**src/design/dbg_run_pkg.sv**
```systemverilog
package dbg_run_pkg;
    localparam int NUM_CPU      = 2;
    localparam int NUM_IRQ_KIND = 3;
    // Interrupt class bit positions
    localparam int IRQ_MASKABLE = 0;
    localparam int IRQ_FAST     = 1;
    localparam int IRQ_FPU      = 2;
    // Per-CPU run state
    typedef enum logic [1:0] {
        RUN_REALTIME = 2'b00,
        RUN_STEP     = 2'b01,
        RUN_BREAK    = 2'b11,
        RUN_HALT     = 2'b10
    } run_state_t;
    localparam logic       RESET_PENDING_INIT = 1'b0;
    localparam logic [2:0] IRQ_PENDING_INIT   = 3'h0;
    localparam run_state_t RUN_STATE_INIT     = RUN_REALTIME;
    // Start-up wait the user program should respect after reset release
    localparam int STARTUP_WAIT_MS    = 10;
    localparam int CLOCK_MHZ          = 125;
    localparam int STARTUP_WAIT_CYCLES = STARTUP_WAIT_MS * 1000 * CLOCK_MHZ;
endpackage

```
**src/design/cpu_run_ctrl.sv**
```systemverilog
`timescale 1ns/1ps
module cpu_run_ctrl
    import dbg_run_pkg::*;
(
    input  wire logic       mclk,
    input  wire logic       reset_n,
    input  wire logic       sysResetDone,
    input  wire logic       breakReq,
    input  wire logic       stepReq,
    input  wire logic       resumeReq,
    input  wire logic       stepRetired,
    input  wire logic       haltExec,
    input  wire logic       handlerBreakHit,
    input  wire logic [2:0] irqIn,
    output logic [2:0]      irqOut,
    output logic [2:0]      irqPending,
    output logic            dbgMask,
    output logic            inBreak,
    output logic            inHalt,
    output run_state_t      runState
);
    run_state_t next_runState;
    logic [2:0] next_irqPending;
    wire  masked  = (runState == RUN_BREAK) || (runState == RUN_STEP);

    always_comb begin
        next_runState = runState;
        case (runState)
            RUN_REALTIME: begin
                if (breakReq || handlerBreakHit) begin
                    next_runState = RUN_BREAK; // RULE_09
                end else if (haltExec) begin
                    next_runState = RUN_HALT;
                end
            end
            RUN_HALT: begin
                if (breakReq) begin
                    next_runState = RUN_BREAK; // RULE_10
                end
            end
            RUN_STEP: begin
                // Halt retired while stepping lands in break, never in halt
                if (stepRetired || haltExec || breakReq) begin
                    next_runState = RUN_BREAK; // RULE_11
                end
            end
            RUN_BREAK: begin
                if (stepReq) begin
                    next_runState = RUN_STEP;
                end else if (resumeReq) begin
                    next_runState = RUN_REALTIME;
                end
            end
            default: next_runState = RUN_BREAK;
        endcase
        if (sysResetDone) begin
            next_runState = RUN_BREAK; // RULE_04
        end
    end

    // Pending bits: the release clear wins over new arrivals
    assign next_irqPending = masked ? (irqPending | irqIn) : irqIn & 3'h0; // RULE_08
    // Pending classes are presented the first unmasked cycle, then source drives
    assign irqOut  = masked ? 3'h0 : (irqIn | irqPending); // RULE_06 RULE_07 RULE_17
    assign dbgMask = masked;
    assign inBreak = (runState == RUN_BREAK);
    assign inHalt  = (runState == RUN_HALT);

    always_ff @(posedge mclk or negedge reset_n) begin
        if (!reset_n) begin
            runState   <= RUN_STATE_INIT;
            irqPending <= IRQ_PENDING_INIT;
        end else begin
            runState   <= next_runState;
            irqPending <= next_irqPending;
        end
    end

    a_halt_from_step: assert property (@(posedge mclk) disable iff (!reset_n) // RULE_11
        (runState == RUN_STEP && haltExec && !sysResetDone) |=> runState == RUN_BREAK)
        else $error("halt during step did not land in break");
    a_break_wakes: assert property (@(posedge mclk) disable iff (!reset_n) // RULE_10
        (runState == RUN_HALT && breakReq && !sysResetDone) |=> inBreak && !inHalt)
        else $error("break did not release halt");
    a_irq_gated: assert property (@(posedge mclk) disable iff (!reset_n) // RULE_06
        masked |-> irqOut == 3'h0)
        else $error("interrupt leaked while masked");
    a_irq_kept: assert property (@(posedge mclk) disable iff (!reset_n) // RULE_08
        (masked && irqIn != 3'h0) |=> ((irqPending & $past(irqIn)) == $past(irqIn)))
        else $error("masked interrupt not held");
    a_irq_replay: assert property (@(posedge mclk) disable iff (!reset_n) // RULE_17
        ($past(masked) && !masked) |-> ((irqOut & $past(irqPending | irqIn)) ==
            $past(irqPending | irqIn)))
        else $error("pending interrupt not delivered on release");
    a_irq_pass: assert property (@(posedge mclk) disable iff (!reset_n) // RULE_07
        (runState == RUN_REALTIME) |-> ((irqOut & irqIn) == irqIn))
        else $error("interrupt blocked in real time");
    a_handler_brk: assert property (@(posedge mclk) disable iff (!reset_n) // RULE_09
        (runState == RUN_REALTIME && handlerBreakHit) |=> inBreak)
        else $error("handler breakpoint missed");
    c_step_halt: cover property (@(posedge mclk) disable iff (!reset_n)
        runState == RUN_STEP && haltExec);
endmodule // cpu_run_ctrl

```
**src/design/debug_run_control.sv**
```systemverilog
`timescale 1ns/1ps
// Operation
// RULE_01 - Break or stepping masks user resets regardless of debugger mask setting.
// RULE_02 - Real-time run with mask clear applies user resets immediately.
// RULE_03 - Debugger reset is always accepted, masked or not.
// RULE_04 - After debugger reset completes every CPU enters break.
// RULE_05 - Resets arriving while masked are held pending and applied after unmask.
// RULE_06 - Break or stepping masks interrupts to that CPU.
// RULE_07 - Real-time run delivers interrupts as the system configures them.
// RULE_08 - Masked maskable, fast and floating-point interrupts stay pending until unmask.
// RULE_09 - Breakpoint on handler start stops the CPU there on interrupt.
// RULE_10 - Entering break takes a CPU out of halt.
// RULE_11 - Halt during instruction stepping stops in break at next instruction.
// RULE_12 - Target drives pin reset only while program runs.
// RULE_13 - Target must not hold reset while emulator link is prepared.
// RULE_14 - Device runs stored program from reset vector before link exists.
// RULE_15 - User program should wait 10 ms after reset release.
// RULE_16 - Program internal resets should wait 10 ms after initial release.
// RULE_17 - Pending reset or interrupt applies first cycle after mask release.
module debug_run_control
    import dbg_run_pkg::*;
(
    input  wire logic                     mclk,
    input  wire logic                     reset_n,
    input  wire logic                     userResetReq,
    input  wire logic                     dbgResetReq,
    input  wire logic                     dbgResetMaskEn,
    input  wire logic [NUM_CPU-1:0]       breakReq,
    input  wire logic [NUM_CPU-1:0]       stepReq,
    input  wire logic [NUM_CPU-1:0]       resumeReq,
    input  wire logic [NUM_CPU-1:0]       stepRetired,
    input  wire logic [NUM_CPU-1:0]       haltExec,
    input  wire logic [NUM_CPU-1:0]       handlerBreakHit,
    input  wire logic [NUM_CPU*3-1:0]     irqIn,
    output logic                          sysReset,
    output logic                          resetPending,
    output logic [NUM_CPU*3-1:0]          irqOut,
    output logic [NUM_CPU-1:0]            inBreak,
    output logic [NUM_CPU-1:0]            inHalt,
    output logic [NUM_CPU-1:0]            dbgMasked
);
    logic [NUM_CPU-1:0] cpuMask;
    logic               dbgResetDone;
    logic               next_resetPending;
    logic               next_sysReset;
    logic               dbgResetSeen;

    wire anyMasked = |cpuMask;
    // Debugger mask bit only matters while no CPU is in break or step; break/step always mask
    wire userMasked = anyMasked || dbgResetMaskEn; // RULE_01 RULE_02
    wire userFire   = !userMasked && (userResetReq || resetPending); // RULE_02 RULE_17

    // Debugger reset bypasses every mask
    assign next_sysReset = dbgResetReq || userFire; // RULE_03
    // Held reset survives until the mask drops; the clear wins over a new one
    assign next_resetPending = (userMasked && (userResetReq || resetPending)); // RULE_05

    // Out of reset the CPUs run the stored image at once, no link wait
    always_ff @(posedge mclk or negedge reset_n) begin // RULE_14
        if (!reset_n) begin
            sysReset     <= 1'b0;
            resetPending <= RESET_PENDING_INIT;
            dbgResetDone <= 1'b0;
        end else begin
            sysReset     <= next_sysReset;
            resetPending <= next_resetPending;
            dbgResetDone <= dbgResetReq && !next_sysReset ? 1'b0 : (sysReset && !next_sysReset &&
                            dbgResetSeen);
        end
    end

    always_ff @(posedge mclk or negedge reset_n) begin
        if (!reset_n) begin
            dbgResetSeen <= 1'b0;
        end else if (dbgResetReq) begin
            dbgResetSeen <= 1'b1;
        end else if (!sysReset) begin
            dbgResetSeen <= 1'b0;
        end
    end

    genvar c;
    generate
        for (c = 0; c < NUM_CPU; c++) begin : g_cpu
            cpu_run_ctrl u_cpu (
                .mclk            (mclk),
                .reset_n         (reset_n),
                .sysResetDone    (dbgResetDone), // RULE_04
                .breakReq        (breakReq[c]),
                .stepReq         (stepReq[c]),
                .resumeReq       (resumeReq[c]),
                .stepRetired     (stepRetired[c]),
                .haltExec        (haltExec[c]),
                .handlerBreakHit (handlerBreakHit[c]),
                .irqIn           (irqIn[c*3 +: 3]),
                .irqOut          (irqOut[c*3 +: 3]),
                .irqPending      (),
                .dbgMask         (cpuMask[c]),
                .inBreak         (inBreak[c]),
                .inHalt          (inHalt[c]),
                .runState        ()
            );
        end
    endgenerate

    assign dbgMasked = cpuMask;

    a_mask_user_rst: assert property (@(posedge mclk) disable iff (!reset_n) // RULE_01
        (anyMasked && !dbgResetReq) |=> !sysReset)
        else $error("user reset passed during break or step");
    a_user_rst_now: assert property (@(posedge mclk) disable iff (!reset_n) // RULE_02
        (!anyMasked && !dbgResetMaskEn && userResetReq) |=> sysReset)
        else $error("real-time user reset not applied");
    a_dbg_rst_wins: assert property (@(posedge mclk) disable iff (!reset_n) // RULE_03
        dbgResetReq |=> sysReset)
        else $error("debugger reset refused");
    a_rst_held: assert property (@(posedge mclk) disable iff (!reset_n) // RULE_05
        (userMasked && userResetReq) |=> resetPending)
        else $error("masked reset not recorded");
    a_rst_replay: assert property (@(posedge mclk) disable iff (!reset_n) // RULE_17
        (resetPending && !userMasked) |=> (sysReset && !resetPending))
        else $error("pending reset not applied on release");
    a_dbg_rst_brk: assert property (@(posedge mclk) disable iff (!reset_n) // RULE_04
        (dbgResetReq ##1 (!dbgResetReq && !userFire)) |=> ##1 (&inBreak))
        else $error("CPUs not in break after debugger reset");

    // Per-CPU checks of mask, break and halt, seen at the top-level pins
    generate
        for (c = 0; c < NUM_CPU; c++) begin : g_chk
            a_cpu_irq_mask: assert property (@(posedge mclk) disable iff (!reset_n) // RULE_06
                dbgMasked[c] |-> (irqOut[c*3 +: 3] == 3'h0))
                else $error("interrupt pin active while CPU masked");
            a_cpu_brk_mask: assert property (@(posedge mclk) disable iff (!reset_n) // RULE_01
                inBreak[c] |-> dbgMasked[c])
                else $error("break without mask");
            a_cpu_brk_halt: assert property (@(posedge mclk) disable iff (!reset_n) // RULE_10
                !(inBreak[c] && inHalt[c]))
                else $error("CPU in break and halt together");
            a_cpu_rt_irq: assert property (@(posedge mclk) disable iff (!reset_n) // RULE_07
                !dbgMasked[c] |-> ((irqOut[c*3 +: 3] & irqIn[c*3 +: 3]) == irqIn[c*3 +: 3]))
                else $error("interrupt blocked while unmasked");
            a_cpu_brk_req: assert property (@(posedge mclk) disable iff (!reset_n) // RULE_10
                (breakReq[c] && !stepReq[c] && !resumeReq[c]) |=> inBreak[c])
                else $error("break request not taken");
        end
    endgenerate
    c_dbg_rst: cover property (@(posedge mclk) disable iff (!reset_n) dbgResetReq ##2 (&inBreak));
    c_pend_rst: cover property (@(posedge mclk) disable iff (!reset_n)
        resetPending ##1 !resetPending && sysReset);
    c_brk_any: cover property (@(posedge mclk) disable iff (!reset_n) |inBreak);
endmodule // debug_run_control
```
**config.mk**
```make
export PLATFORM = sky130hd
export DESIGN_NAME = debug_run_control
export DESIGN_NICKNAME = d
export VERILOG_FILES = /design/src/design/dbg_run_pkg.sv /design/src/design/cpu_run_ctrl.sv /design/src/design/debug_run_control.sv
export SDC_FILE = /design/constraint.sdc
export NUM_CORES = 1
export LEC_CHECK = 0
export BUFFER_PORTS_ARGS = -buffer_cell sky130_fd_sc_hd__buf_4
export CORE_AREA = 5 5 54 56
export DETAILED_ROUTE_END_ITERATION = 7
export DIE_AREA = 0 0 59 61
export GPL_TIMING_DRIVEN = 0
export MAX_ROUTING_LAYER = met4
export PLACE_DENSITY = 0.74
export SYNTH_ARGS = -nofsm -noshare
export SYNTH_HDL_FRONTEND = slang
export SYNTH_SLANG_ARGS = --single-unit
```
**constraint.sdc**
```tcl
create_clock -name mclk -period 2.25 [get_ports mclk]
set_input_delay 0.3375 -clock mclk [delete_from_list [all_inputs] [get_ports mclk]]
set_output_delay 0.3375 -clock mclk [all_outputs]
set_load 0.1 [all_outputs]
```
==> metrics.csv <==
metric,value,unit
CTS root buf,clkbuf_4,
vias in the first global route,778,
Die ar.,3600,sq um
crit path DAT,1730,ps
Synth cell types,18,
number of max-cap violations,0,
Setup Viol. Count Final,0,
largest net degree at the start of global routing,15,
dpl cells,164,
NumNets Final,175,
"Area growth, synth to finish",39.1,%
chip width,59,um
grt ovf,0,
CTS tree,built,
CP Class,reg -> out,
Setup WS pre-CTS,497,ps
final hold vios,0,
Antenna Nets Post-Route,0,
Top Ports,37,
Synthesized Nets,133,
TritonRoute pass-1 iters,4,
Min-Delay Path Class,in -> reg,
Worst-Margin Slew,331,ps
number of synthesized flops with an enable pin,0,
"FFs w/ async S/R, synth",1.00,
placement row count,18,
DR iter-0 viols,12,
Bufs on Longest Clock Path,2,
period utilisation layout,0.918,
"Avg Cell Area, Syn",9.31,sq um
CTS H-tree lvls,1,
clock sink count,14,
final setup skew,3.27,ps
"CTS clk-pin slew, worst paths",80,ps
Mapped Cells,98,
Synth top area share,0.384,
Core Region,2390,sq um
Post-CTS Repair Setup Buffers,0,
setup_tns,0,ps
outcome,completed,
most frequent cell after synthesis,nor2_1,
Worst Path Required,1910,ps
antenna violations before repair,0,
final worst slack,185,ps
CP Capture Type,output port,
routed len/inst,11.3,um
TritonCTS Buffers,3,
Routed WL,1910,um
Synth Register Bits,14,
cell area after synthesis,912,sq um
Vert. Die Dim,61,um
vias,760,
Non-Filler Instances,169,
Initial Util,0.382,
Main synth FF type,dfrtp_1,
Via density,4.50,
total number of yosys warnings,0,
top post-synthesis cells by count,"32 x nor2_1, 14 x dfrtp_1, 12 x ha_1, 8 x inv_1, 6 x buf_4",
Port Buffers,36,
Routability Congestion,0.850,
post-synthesis sequential area ratio,0.384,
Filler cells,240,
max_slew headroom,0.779,
DRC errors left,0,
share of cells above drive strength 1,0.403,
largest cells by area after synthesis,"dfrtp_1 38%, ha_1 16%, nor2_1 13%, buf_4 4.9%, mux2i_1 4.4%",
largest area contributor in the netlist,dfrtp_1,
post-layout min period,2060,ps
CP max FO,6,
first-pass GRT wire length,3220,um
gr usage total,0.121,
Slew Limit Fails,0,
dpl hpwl,1590,um
fmax,484,MHz
Startpoint Class,register,
RSZ-0062 raised after global routing,false,
worst skew pair latency,280,ps
Ant. Diodes,0,
-- what timing repair did --
item                      in CTS  in global routing
hold buffers                   1                  0
hold endpoints to repair      14                  0
resized for setup              0                  0
-- layout make-up --
cell class                 count  area (sq um)  share of cell area
clock buffer                   4          36.3              0.0286
timing repair buffer          37           280               0.221
sequential                    14           350               0.276
inverter                      11          41.3              0.0325
buffer                         6          45.0              0.0355
tap                           30          37.5              0.0296
multi-input combinational     67           478               0.377
-- worst max-delay path, cell delays in order, from the launching register on --
cell     delay, ps
dfrtp_1        430
inv_1          110
ha_1           250
nor2_4         140
inv_2           90
nor2_1         120
buf_4          300
-- metrics by stage --
step / hold WS [ps] / instance area, sq um / util
2_1_floorplan: 41.9 / 915 / -
3_3_place_gp: 193 / 1220 / 0.512
3_5_place_dp: 195 / 1220 / 0.512
4_1_cts: 260 / 1270 / 0.531
5_1_grt: 269 / 1270 / 0.531
6_report: 273 / 1270 / 0.531
-- metal layers --
metal | vias up | track usage | wire [um]
met5 | - | - | 0
met4 | 0 | 0.0485 | 17
met3 | 2 | 0.0191 | 127
met2 | 25 | 0.211 | 1000
met1 | 346 | 0.137 | 761
li1 | 387 | - | -
-- logic make-up after synthesis --
family | Yosys count | share of synthesized area
adders and majority gates | 12 | 0.165
buffers and inverters | 17 | 0.0946
AOI/OAI and AO/OA | 10 | 0.115
muxes | 4 | 0.0439
DFF | 14 | 0.384
and+or+nand+nor | 41 | 0.198
-- state kept, by name, indices dropped and copies added (netlist names) --
signal,flops
sysReset,1
g_cpu.u_cpu.irqPending,6
dbgResetSeen,1
resetPending,1
dbgResetDone,1
g_cpu.u_cpu.runState,4
-- path summary, 6_finish.rpt --
check                           cells after the start  slack (ps)                                   start                                     end
worst max-delay path                                6         190  g_cpu[1].u_cpu.runState[1]$_DFFE_PN0P_                               irqOut[4]
worst min-delay path                                2         270                          dbgResetMaskEn                      sysReset$_DFF_PN0_
worst max register to register                      6         620  g_cpu[1].u_cpu.runState[1]$_DFFE_PN0P_  g_cpu[1].u_cpu.runState[0]$_DFFE_PN0P_
worst min register to register                      2         490  g_cpu[0].u_cpu.irqPending[2]$_DFF_PN0_  g_cpu[0].u_cpu.irqPending[2]$_DFF_PN0_
max in group asynchronous                           2        1660                                 reset_n  g_cpu[0].u_cpu.irqPending[2]$_DFF_PN0_
min in group asynchronous                           2         420                                 reset_n  g_cpu[1].u_cpu.irqPending[0]$_DFF_PN0_
-- layout by cell type, fill, tap and decap left out, types with 3 or more instances in the layout --
master,synthesis,routed
buf_4,6,42
nor2_1,32,31
dfrtp_1,14,14
ha_1,12,12
inv_1,8,8
nor2b_1,4,4
mux2i_1,4,4
inv_2,3,3
a21oi_1,3,3
clkbuf_4,0,3
Power is left out: the tool's default activity adds up to more than one toggle a clock period on the data nets, which glitch-free logic cannot reach.
